===== src/design/pwcw_consts.svh =====
// constants for the pulse duty, window timeout and reseed configuration bank
// Behaviour
// - duty percent equals (value plus one)/256
// - fixed 1 kHz pulse on pin three
// - pulse appears only with output-enable bit set
// - window timeout equals value times 0.32 ms
// - stop closes window when inhibit clear
// - inhibit set: close only without restart in time
// - host keeps settings bit zero at one
// - host keeps settings bits six..one cleared
// - three reseed enables, bits two..zero, reset on
// - enables gate only halt-timeout reseeds
`ifndef PWCW_CONSTS_SVH
`define PWCW_CONSTS_SVH
`define PWCW_OFS_POWER_SETTINGS   8'hd2
`define PWCW_OFS_PULSE_DUTY       8'hd8
`define PWCW_OFS_READY_TIMEOUT    8'hd9
`define PWCW_OFS_SERIAL_SETTINGS  8'hda
`define PWCW_OFS_RESEED_ENABLES   8'hdb
`define PWCW_RST_POWER_SETTINGS   8'h00
`define PWCW_RST_PULSE_DUTY       8'h00
`define PWCW_RST_READY_TIMEOUT    8'h20
`define PWCW_RST_SERIAL_SETTINGS  8'h01
`define PWCW_RST_RESEED_ENABLES   8'h07
`define PWCW_BIT_PULSE_ENABLE     7
`define PWCW_BIT_STOP_INHIBIT     7
`define PWCW_BIT_SETTINGS_KEEP    0
`define PWCW_MASK_SERIAL_SETTINGS 8'h81
`define PWCW_MASK_RESEED          8'h07
`define PWCW_DUTY_STEPS           256
`define PWCW_CLK_PERIOD_NS        10
`define PWCW_PULSE_PERIOD_NS      1000000
`define PWCW_PULSE_PERIOD_CYC     (`PWCW_PULSE_PERIOD_NS / `PWCW_CLK_PERIOD_NS)
`define PWCW_TIMEOUT_UNIT_NS      320000
`define PWCW_TIMEOUT_UNIT_CYC     (`PWCW_TIMEOUT_UNIT_NS / `PWCW_CLK_PERIOD_NS)
`define PWCW_HOST_OFS_TARGET      4'h0
`define PWCW_HOST_OFS_WDATA       4'h1
`define PWCW_HOST_OFS_COMMAND     4'h2
`define PWCW_HOST_OFS_STATUS      4'h3
`define PWCW_HOST_OFS_RDATA       4'h4
`define PWCW_CMD_WRITE            0
`define PWCW_CMD_READ             1
`define PWCW_CMD_START            2
`define PWCW_CMD_STOP             3
`endif


===== src/design/pwcw_pkg.sv =====
// types shared by both ends of the configuration link
package pwcw_pkg;
    typedef logic [7:0] pwcw_byte_type;
    typedef enum logic [1:0] {
        WIN_CLOSED,
        WIN_OPEN,
        WIN_LINGER
    } pwcw_win_type;
endpackage : pwcw_pkg


===== src/design/pwcw_link_if.sv =====
// link between the serial host end and the device register bank
interface pwcw_link_if (
    input wire logic clk
);
    import pwcw_pkg::*;
    pwcw_byte_type reg_addr;
    pwcw_byte_type reg_wdata;
    pwcw_byte_type reg_rdata;
    logic          reg_wr;
    logic          reg_rd;
    logic          bus_start;
    logic          bus_stop;
    logic          window_open;
    modport dev (
        input  reg_addr,
        input  reg_wdata,
        input  reg_wr,
        input  reg_rd,
        input  bus_start,
        input  bus_stop,
        output reg_rdata,
        output window_open
    );
    modport host (
        output reg_addr,
        output reg_wdata,
        output reg_wr,
        output reg_rd,
        output bus_start,
        output bus_stop,
        input  reg_rdata,
        input  window_open
    );
endinterface : pwcw_link_if


===== src/design/pwcw_device.sv =====
// device end: configuration registers, window control, pulse output, reseed gating
//
// Added by the designer: strobed register access.
`include "pwcw_consts.svh"
module pwcw_device #(
    parameter int unsigned PULSE_PERIOD_CYC = `PWCW_PULSE_PERIOD_CYC,
    parameter int unsigned TIMEOUT_UNIT_CYC = `PWCW_TIMEOUT_UNIT_CYC
) (
    input  wire logic        clk,
    input  wire logic        nrst,
    pwcw_link_if.dev         link,
    input  wire logic        event_ready,
    input  wire logic [2:0]  halt_ui_timeout,
    input  wire logic [2:0]  halt_release_timeout,
    input  wire logic [2:0]  other_reseed,
    output logic             general_pin_three,
    output logic [2:0]       reseed_req_q,
    output logic             window_open_q
);
    import pwcw_pkg::*;
    pwcw_byte_type power_settings_q;
    pwcw_byte_type pulse_duty_value_q;
    pwcw_byte_type ready_window_timeout_q;
    pwcw_byte_type serial_window_settings_q;
    pwcw_byte_type reseed_channel_enables_q;
    pwcw_byte_type rdata_q;
    pwcw_byte_type rdata_d;
    pwcw_win_type  win_q;
    pwcw_win_type  win_d;
    logic [23:0]   linger_q;
    logic [23:0]   linger_d;
    logic [23:0]   linger_load;
    logic [31:0]   linger_prod;
    logic          sel_power;
    logic          sel_duty;
    logic          sel_timeout;
    logic          sel_serial;
    logic          sel_reseed;
    logic          stop_inhibit;
    logic          pulse_enable;
    logic [2:0]    halt_reseed;
    logic          wr_power;
    logic          wr_duty;
    logic          wr_timeout;
    logic          wr_serial;
    logic          wr_reseed;
    logic          stop_lingers;
    logic          stop_closes;
    logic          linger_done;
    logic          reseed_channel_zero;
    logic          reseed_channel_one;
    logic          reseed_channel_two;
    logic [2:0]    reseed_gate;

    // address decode
    assign sel_power    = link.reg_addr == `PWCW_OFS_POWER_SETTINGS;
    assign sel_duty     = link.reg_addr == `PWCW_OFS_PULSE_DUTY;
    assign sel_timeout  = link.reg_addr == `PWCW_OFS_READY_TIMEOUT;
    assign sel_serial   = link.reg_addr == `PWCW_OFS_SERIAL_SETTINGS;
    assign sel_reseed   = link.reg_addr == `PWCW_OFS_RESEED_ENABLES;
    assign stop_inhibit = serial_window_settings_q[`PWCW_BIT_STOP_INHIBIT];
    assign pulse_enable = power_settings_q[`PWCW_BIT_PULSE_ENABLE];
    assign stop_lingers = link.bus_stop && stop_inhibit;
    assign stop_closes  = link.bus_stop && !stop_inhibit;
    assign linger_done  = linger_q == 24'h0;

    // one-cycle write enables per register
    assign wr_power     = link.reg_wr && sel_power;
    assign wr_duty      = link.reg_wr && sel_duty;
    assign wr_timeout   = link.reg_wr && sel_timeout;
    assign wr_serial    = link.reg_wr && sel_serial;
    assign wr_reseed    = link.reg_wr && sel_reseed;

    // unmapped addresses read as zero, reserved bits read as zero
    assign rdata_d = sel_power   ? power_settings_q :
                     sel_duty    ? pulse_duty_value_q :
                     sel_timeout ? ready_window_timeout_q :
                     sel_serial  ? serial_window_settings_q :
                     sel_reseed  ? reseed_channel_enables_q : 8'h00;

    // register writes; only documented writable bits are stored
    always_ff @(posedge clk or negedge nrst)
    begin
        if (!nrst)
        begin
            power_settings_q         <= `PWCW_RST_POWER_SETTINGS;
            pulse_duty_value_q       <= `PWCW_RST_PULSE_DUTY;
            ready_window_timeout_q   <= `PWCW_RST_READY_TIMEOUT;
            serial_window_settings_q <= `PWCW_RST_SERIAL_SETTINGS;
            reseed_channel_enables_q <= `PWCW_RST_RESEED_ENABLES;
        end
        else
        begin
            if (wr_power)
                power_settings_q <= link.reg_wdata;
            if (wr_duty)
                pulse_duty_value_q <= link.reg_wdata;
            if (wr_timeout)
                ready_window_timeout_q <= link.reg_wdata;
            if (wr_serial)
                serial_window_settings_q <= link.reg_wdata & `PWCW_MASK_SERIAL_SETTINGS;
            if (wr_reseed)
                reseed_channel_enables_q <= link.reg_wdata & `PWCW_MASK_RESEED;
        end
    end

    always_ff @(posedge clk or negedge nrst)
    begin
        if (!nrst)
            rdata_q <= 8'h00;
        else if (link.reg_rd)
            rdata_q <= rdata_d;
        else
            rdata_q <= 8'h00;
    end
    assign link.reg_rdata = rdata_q;

    // linger time after a stop is value times the 0.32 ms unit
    assign linger_prod = 32'(ready_window_timeout_q) * 32'(TIMEOUT_UNIT_CYC);
    assign linger_load = linger_prod[23:0];

    // communication window control
    always_comb
    begin
        win_d    = win_q;
        linger_d = linger_q;
        unique case (win_q)
            WIN_CLOSED:
            begin
                if (event_ready)
                    win_d = WIN_OPEN;
            end
            WIN_OPEN:
            begin
                if (link.bus_stop)
                begin
                    if (stop_inhibit)
                    begin
                        win_d    = WIN_LINGER;
                        linger_d = linger_load;
                    end
                    else
                        win_d = WIN_CLOSED;
                end
            end
            WIN_LINGER:
            begin
                // a new stop restarts the timeout, or closes at once if the inhibit was cleared
                if (link.bus_start)
                    win_d = WIN_OPEN;
                else if (stop_lingers)
                    linger_d = linger_load;
                else if (stop_closes)
                    win_d = WIN_CLOSED;
                else if (linger_done)
                    win_d = WIN_CLOSED;
                else
                    linger_d = linger_q - 24'h1;
            end
            default:
                win_d = WIN_CLOSED;
        endcase
    end

    always_ff @(posedge clk or negedge nrst)
    begin
        if (!nrst)
        begin
            win_q         <= WIN_CLOSED;
            linger_q      <= 24'h0;
            window_open_q <= 1'b0;
        end
        else
        begin
            win_q         <= win_d;
            linger_q      <= linger_d;
            window_open_q <= win_d != WIN_CLOSED;
        end
    end
    assign link.window_open = window_open_q;

    // enables gate only the two halt-timeout reseed sources
    assign reseed_channel_zero = reseed_channel_enables_q[0];
    assign reseed_channel_one  = reseed_channel_enables_q[1];
    assign reseed_channel_two  = reseed_channel_enables_q[2];
    assign reseed_gate         = {reseed_channel_two, reseed_channel_one, reseed_channel_zero};
    for (genvar ch = 0; ch < 3; ch++)
    begin : g_reseed_gate
        assign halt_reseed[ch] = (halt_ui_timeout[ch] | halt_release_timeout[ch]) & reseed_gate[ch];
    end

    always_ff @(posedge clk or negedge nrst)
    begin
        if (!nrst)
            reseed_req_q <= 3'h0;
        else
            reseed_req_q <= halt_reseed | other_reseed;
    end

    pwcw_pulse_gen #(
        .PERIOD_CYC (PULSE_PERIOD_CYC)
    ) i_pwcw_pulse_gen (
        .clk     (clk),
        .nrst    (nrst),
        .enable  (pulse_enable),
        .duty    (pulse_duty_value_q),
        .pulse_q (general_pin_three)
    );
endmodule : pwcw_device


===== src/design/pwcw_pulse_gen.sv =====
// fixed-period pulse generator with 256-step duty
`include "pwcw_consts.svh"
module pwcw_pulse_gen #(
    parameter int unsigned PERIOD_CYC = `PWCW_PULSE_PERIOD_CYC
) (
    input  wire logic       clk,
    input  wire logic       nrst,
    input  wire logic       enable,
    input  wire logic [7:0] duty,
    output logic            pulse_q
);
    import pwcw_pkg::*;
    localparam logic [31:0] PERIOD_W = 32'(PERIOD_CYC);
    logic [31:0] phase_q;
    logic [31:0] phase_d;
    logic [31:0] high_cycles;
    logic [40:0] high_prod;
    // high time is (duty+1) of 256 steps of one period
    assign high_prod   = 41'({24'h0, duty} + 32'h1) * 41'(PERIOD_W);
    assign high_cycles = high_prod[39:8];
    assign phase_d     = (phase_q == PERIOD_W - 32'h1) ? 32'h0 : phase_q + 32'h1;
    always_ff @(posedge clk or negedge nrst)
    begin
        if (!nrst)
        begin
            phase_q <= 32'h0;
            pulse_q <= 1'b0;
        end
        else
        begin
            phase_q <= phase_d;
            pulse_q <= enable && (phase_q < high_cycles);
        end
    end
endmodule : pwcw_pulse_gen


===== src/flat_wrapper.sv =====
// flat-port wrapper written by rule: the top's interface ports become plain ports
module pwcw_device_flat import pwcw_pkg::*;
#(
    parameter int unsigned PULSE_PERIOD_CYC = `PWCW_PULSE_PERIOD_CYC,
    parameter int unsigned TIMEOUT_UNIT_CYC = `PWCW_TIMEOUT_UNIT_CYC
)
  (clk, nrst, event_ready, halt_ui_timeout, halt_release_timeout, other_reseed, general_pin_three, reseed_req_q, window_open_q, link_reg_addr, link_reg_wdata, link_reg_wr, link_reg_rd, link_bus_start, link_bus_stop, link_reg_rdata, link_window_open);
  pwcw_link_if link_i (.clk(clk));
  input  wire logic clk;
  input  wire logic nrst;
  input  wire logic event_ready;
  input  wire logic [2:0] halt_ui_timeout;
  input  wire logic [2:0] halt_release_timeout;
  input  wire logic [2:0] other_reseed;
  output logic general_pin_three;
  output logic [2:0] reseed_req_q;
  output logic window_open_q;
  input wire logic [$bits(link_i.reg_addr)-1:0] link_reg_addr;
  input wire logic [$bits(link_i.reg_wdata)-1:0] link_reg_wdata;
  input wire logic [$bits(link_i.reg_wr)-1:0] link_reg_wr;
  input wire logic [$bits(link_i.reg_rd)-1:0] link_reg_rd;
  input wire logic [$bits(link_i.bus_start)-1:0] link_bus_start;
  input wire logic [$bits(link_i.bus_stop)-1:0] link_bus_stop;
  output wire logic [$bits(link_i.reg_rdata)-1:0] link_reg_rdata;
  output wire logic [$bits(link_i.window_open)-1:0] link_window_open;
  assign link_i.reg_addr = link_reg_addr;
  assign link_i.reg_wdata = link_reg_wdata;
  assign link_i.reg_wr = link_reg_wr;
  assign link_i.reg_rd = link_reg_rd;
  assign link_i.bus_start = link_bus_start;
  assign link_i.bus_stop = link_bus_stop;
  assign link_reg_rdata = link_i.reg_rdata;
  assign link_window_open = link_i.window_open;
  pwcw_device #(.PULSE_PERIOD_CYC(PULSE_PERIOD_CYC), .TIMEOUT_UNIT_CYC(TIMEOUT_UNIT_CYC)) u_core (.clk(clk), .nrst(nrst), .link(link_i), .event_ready(event_ready), .halt_ui_timeout(halt_ui_timeout), .halt_release_timeout(halt_release_timeout), .other_reseed(other_reseed), .general_pin_three(general_pin_three), .reseed_req_q(reseed_req_q), .window_open_q(window_open_q));
endmodule

===== config.mk =====
export PLATFORM = sky130hd
export DESIGN_NAME = pwcw_device_flat
export DESIGN_NICKNAME = d
export VERILOG_FILES = /design/src/design/pwcw_pkg.sv /design/src/design/pwcw_link_if.sv /design/src/design/pwcw_device.sv /design/src/design/pwcw_pulse_gen.sv /design/src/flat_wrapper.sv
export VERILOG_INCLUDE_DIRS = /design/src /design/src/design
export SDC_FILE = /design/constraint.sdc
export NUM_CORES = 1
export LEC_CHECK = 0
export ABC_AREA = 0
export CAP_MARGIN = 30
export CORE_UTILIZATION = 27
export DETAILED_ROUTE_END_ITERATION = 7
export DONT_BUFFER_PORTS = 1
export GPL_ROUTABILITY_DRIVEN = 0
export GPL_TIMING_DRIVEN = 0
export HOLD_SLACK_MARGIN = 0.06
export SKIP_LAST_GASP = 1
export SLEW_MARGIN = 20
export SYNTH_ARGS = -nofsm -noshare
export SYNTH_HDL_FRONTEND = slang
export SYNTH_HIERARCHICAL = 1
export SYNTH_SLANG_ARGS = --single-unit

===== constraint.sdc =====
create_clock -name clk -period 6.2 [get_ports clk]
set_input_delay 0.31 -clock clk [delete_from_list [all_inputs] [get_ports clk]]
set_output_delay 0.31 -clock clk [all_outputs]
set_load 0.01 [all_outputs]

Yosys cells after proc, flatten, opt, wreduce, memory -nomap -nowiden
Cells that the tools add are included.
W data, S select, Z words.
- add/subtract/negate cells: 3
- multiply operators: 2
- magnitude comparators: 1
- equality and inequality tests: 13
- mux-type cells: 22
- bitwise gates (word level): 7
- reduce and logical (&&, ||, !) cells: 14
- operators with widths (cell ; count):
    $mux W24 ; 6
    $pmux W24 S2 ; 1
    $mul A41 B12 Y35 const B ; 1
    $eq A8 B8 Y1 const B ; 5
    $mux W8 ; 5
    $add A32 B1 Y32 const B ; 1
    $eq A32 B17 Y1 const B ; 1
    $lt A32 B32 Y1 ; 1
    $mux W32 ; 1
    $logic_not A24 Y1 ; 1
    $sub A24 B1 Y24 const B ; 1
    $mul A8 B7 Y15 const B ; 1
    $mux W2 ; 7
    $add A8 B1 Y9 const B ; 1
    $logic_and A1 B1 Y1 ; 8
    $ne A3 B2 Y1 const B ; 2
    $pmux W2 S3 ; 1
    $reduce_and A6 Y1 ; 1
    $ne A2 B2 Y1 const B ; 2
    $reduce_bool A2 Y1 ; 2
    $and A1 B1 Y1 ; 3
    $mux W3 ; 1
    $or A1 B1 Y1 ; 3
    $or A3 B3 Y3 ; 1
    other kinds (5) ; 5
- bits in registers: 100
- bits of input ports: 32

Depth between registers and ports, before layout
- depth after elaboration: 7
- gate-level depth with buffers: 24
- depth with buffers taken out: 24

Hierarchy
The synthesis kept the hierarchy.
- by module, submodules not included (module ; instances ; cells an instance ; area an instance (um2)):
    pwcw_device ; 1 ; 443 ; 4618.2
    pwcw_pulse_gen ; 1 ; 409 ; 3734.8

Worst setup path before layout
OpenSTA, ideal clock, no wires.
- path kind: register to register
- from: reg u_core.pulse_duty_value_q[0]
- to: reg u_core.i_pwcw_pulse_gen.pulse_q
- setup time: 104 ps
- arrival: 5067 ps
- data required time: 6096 ps
- slack: 1030 ps
- cell stages (with the launch flop): 23
- cell sequence: dfrtp_1 -> ha_1 -> nand3_1 -> nor2_1 -> xor2_1 -> ha_1 -> ha_1 -> inv_1 -> fa_1 -> inv_1 -> fa_1 -> ha_1 -> nand3_1 -> or2_2 -> o31ai_1 -> nor3_1 -> o31a_1 -> xor2_1 -> ha_1 -> a21oi_1 -> o21ai_0 -> a21o_1 -> a221oi_1
- word-level cells in the longest chain between the ends: 4
- ends and longest elaborated chain (item ; RTL line ; text):
    start: declaration ; pwcw_device.sv:22 ; pwcw_byte_type pulse_duty_value_q;
    start signal: assignment ; pwcw_device.sv:87 ; pulse_duty_value_q <= `PWCW_RST_PULSE_DUTY;
    start signal: assignment ; pwcw_device.sv:97 ; pulse_duty_value_q <= link.reg_wdata;
    $add A8 B1 Y9 ; pwcw_pulse_gen.sv:19 ; assign high_prod = 41'({24'h0, duty} + 32'h1) * 41'(PERIOD_W);
    $mul A41 B12 Y35 ; pwcw_pulse_gen.sv:19 ;
    $lt A32 B32 Y1 ; pwcw_pulse_gen.sv:32 ; pulse_q <= enable && (phase_q < high_cycles);
    $logic_and A1 B1 Y1 ; pwcw_pulse_gen.sv:32 ;
    end signal: assignment ; pwcw_pulse_gen.sv:32 ;
    end: declaration ; pwcw_pulse_gen.sv:10 ; output logic pulse_q
Every way passes these cells.
A chain may end at the register's enable or synchronous reset.

Worst setup path after layout
- from: reg u_core.pulse_duty_value_q[4]
- to: reg u_core.i_pwcw_pulse_gen.pulse_q
Same word-level chain as after synthesis.

==> flow_summary.ini <==
[status]
status = complete, no violations

[layout]
layout.cells.most_common = ha_1
final_cell_mix = ha_1, dfrtp_1, inv_1, o21ai_0, nor2_1
syn_to_final_growth_pct = 10.47
multiInputGateArea_um2 = 5418
drive_gt1_share_pct = 9.862
seqCellArea_um2 = 2510
nets = 1049
fillCellCount = 3143

[sta]
period_share_pct = 93.50
whs_ps = 84.85
final_period_minus_worst_setup_slack_ps = 5797
tightest_slew_ps = 717.2
setup_tns_ps = 0
finalHoldViolCount = 0
rsz0062_at_grt = no
slew_violations = 0
fmax_mhz = 172.5
setup_viol = 0
max_slew_margin_pct = 51.75
fin_skew_ps = 15.04

[global_routing]
grt_antenna_before_repair = 1
grt_max_degree = 101
grt_usage_pct = 12.30
overflow = 0
grt_pass1_wl_um = 30830
grt_pass1_vias = 6041

[clock_tree]
cts.clk_slew.worst_paths_ps = 80
cts_buffer_depth = 2
cts_max_level = 3
cts_tree = built
cts.sinks = 100
postCtsSetupRepairBufs = 0
cts_root_buf = clkbuf_16
cts_made_buffers = 9
clkLatencyLatePin_ps = 360

[detailed_routing]
drt_iter0_drc = 337
drt-pass1-iter-count = 5
wl_per_cell_um = 14.47
postRouteAntennaNets = 0
wl_um = 18370
drcViolationCount = 0
drt-vias-per-instance = 4.783
num_vias = 6069

[yosys]
synth_edf_count = 0
synthesis.area_um2 = 8353
yosysWarnings = 6
syn_area_per_cell_um2 = 9.804
ys_ff_latch = 100
yosysSeqAreaShare_pct = 30.03
ys_types = 70
ys.flop_type = dfrtp_1
async_reset_ff_share_pct = 100.0
syn_nets = 1034
syn_inst = 852

[job]
drv_cap = 0

[placed_design]
io_buffers = 0
dp_hpwl_um = 14450

[setup_path]
timing_worst_setup_path_type = reg -> reg
r2r_cells = 22
crit_family = adder cells
worst_setup_path_end_kind = flop
cp_max_fo = 7
cp_num_buf_inv = 3
crit_required_ps = 6430
critPathMostFrequentCell = ha_1
path_depth = 22
start_kind = flop
cp.arrival_ps = 6030
path_cells = and3_1, nand3_1, nor2_1, xor2_1, ha_1, ha_1, inv_1, fa_1, inv_1, fa_1, ha_1, buf_2, a2111o_1, o21ai_2, o21ai_1, and4_1, nor3_1, ha_1, nand2_1, o21ai_0, a21o_1, a221oi_1
cpPeakStageDelay_ps = 530
crit_slowest_cell = fa_1

[die]
pin_count = 46
die_y_um = 177.9
core_um2 = 30510
die_area_um2 = 31640
fp.dieW_um = 177.9
start_util_pct = 27.38
std_cell_rows = 64

[pwr]
power_density_nw_per_um2 = 183.4
power.leakage_nw = 4.533
ir_drop_mv = 0.1093

[worst_hold_path]
hold_path_class = in -> reg
whs_path_depth = 1
[power breakdown]
part           switching, mW  leakage, nW  internal (mW)
Clock                  0.290        0.150          0.288
Combinational          0.224         3.06          0.168
Sequential            0.0417         1.33          0.681
Total                  0.555         4.53           1.14
[state kept, by name, summed over array words and instances, names as in the netlist, 2 cells and up]
name / flops
u_core/ready_window_timeout_q: 8
u_core/link.reg_rdata: 8
u_core/serial_window_settings_q: 2
u_core/power_settings_q: 8
u_core/pulse_duty_value_q: 8
u_core/i_pwcw_pulse_gen/phase_q: 32
u_core/win_q: 2
u_core/reseed_channel_enables_q: 3
u_core/reseed_req_q: 3
u_core/linger_q: 24
[final cells by class]
cell class | instances | area share (%)
inverter | 91 | 3.729
buffer | 17 | 1.058
antenna | 1 | 0.02712
tap | 396 | 5.369
clock inverter | 7 | 0.8407
clock buffer | 9 | 2.441
sequential | 100 | 27.20
multi-input combinational | 644 | 58.71
timing repair buffer | 4 | 0.6237
[cells by family (layout without fill, tap and decap cells)]
group	after synthesis	count (layout)	synth area share, %
and+or+nand+nor	233	233	15.17
xor gates and xnor gates	60	60	6.291
other	0	1	0
muxes	34	34	4.673
buffers and inverters	108	128	5.288
adders and majority gates	150	150	25.88
DFF	100	100	30.03
AOI/OAI and AO/OA	167	167	12.66
[synth_stat cells (4+ instances only)]
cell type | number | area (µm²)
o21ai_0 | 52 | 260.3
fa_1 | 38 | 760.7
buf_2 | 4 | 20.02
nand4_1 | 15 | 93.84
o21ai_1 | 4 | 20.02
o31ai_1 | 4 | 30.03
nor2_1 | 49 | 183.9
a21o_1 | 15 | 112.6
nor4_1 | 9 | 56.30
dfstp_2 | 5 | 131.4
nand3_1 | 25 | 125.1
inv_1 | 90 | 337.8
dfrtp_1 | 95 | 2377
o31a_1 | 4 | 35.03
a21oi_1 | 45 | 225.2
a22oi_1 | 5 | 37.54
xor2_1 | 30 | 262.8
and3_1 | 8 | 50.05
xnor2_1 | 30 | 262.8
nand2b_1 | 8 | 50.05
mux2_2 | 30 | 337.8
a222oi_1 | 5 | 50.05
or3_1 | 6 | 37.54
nor2b_1 | 14 | 87.58
clkbuf_1 | 7 | 26.28
nor3_1 | 22 | 110.1
nand2_1 | 48 | 180.2
ha_1 | 112 | 1401
[worst reg2reg max path: stages (launching register included)]
cell	delay, ps
dfrtp_1	460
and3_1	180
nand3_1	140
nor2_1	160
xor2_1	360
ha_1	330
ha_1	290
inv_1	50
fa_1	530
inv_1	50
fa_1	440
ha_1	280
buf_2	160
a2111o_1	430
o21ai_2	200
o21ai_1	150
and4_1	220
nor3_1	230
ha_1	270
nand2_1	70
o21ai_0	80
a21o_1	180
a221oi_1	380
[path summary, 6_finish.rpt]
kind,from,endpoint,slack [ps]
setup / recovery,u_core/pulse_duty_value_q[4],u_core/i_pwcw_pulse_gen/pulse_q,400
hold / removal,link_reg_rd,u_core/link.reg_rdata[3],80
setup reg to reg,u_core/pulse_duty_value_q[4],u_core/i_pwcw_pulse_gen/pulse_q,400
hold reg to reg,u_core/linger_q[23],u_core/linger_q[23],480
max in group asynchronous,nrst,u_core/pulse_duty_value_q[0],5230
min in group asynchronous,nrst,u_core/i_pwcw_pulse_gen/phase_q[22],520
[metrics by stage]
stage / util [%] / power (mW) / instance area [µm²] / instances / setup WS, ps
4_1_cts: 30.18 / 1.721 / 9209 / 1268 / 177.1
3_3_place_gp: 29.00 / 1.105 / 8848 / 1248 / 246.4
3_5_place_dp: 29.00 / 1.112 / 8848 / 1248 / 205.3
6_report: 30.25 / 1.692 / 9228 / 1269 / 403.1
5_1_grt: 30.24 / 1.816 / 9225 / 1268 / 40.92
2_1_floorplan: - / 1.026 / 8353 / 852 / 1030
[layer usage]
| layer | wire [µm] | vias up | track usage, % |
|---|---|---|---|
| li1 | - | 3039 | - |
| met1 | 8362 | 2942 | 15.45 |
| met2 | 9090 | 73 | 21.11 |
| met3 | 709 | 15 | 2.763 |
| met4 | 204 | 0 | 3.098 |
| met5 | 0 | - | 0 |
[what timing repair did]
action	in CTS	in global routing
endpoints found under the setup margin	0	1
endpoints found under the hold margin	102	0
hold buffers	4	0
resized for setup	0	3
(Power assumes the default switching activity.)
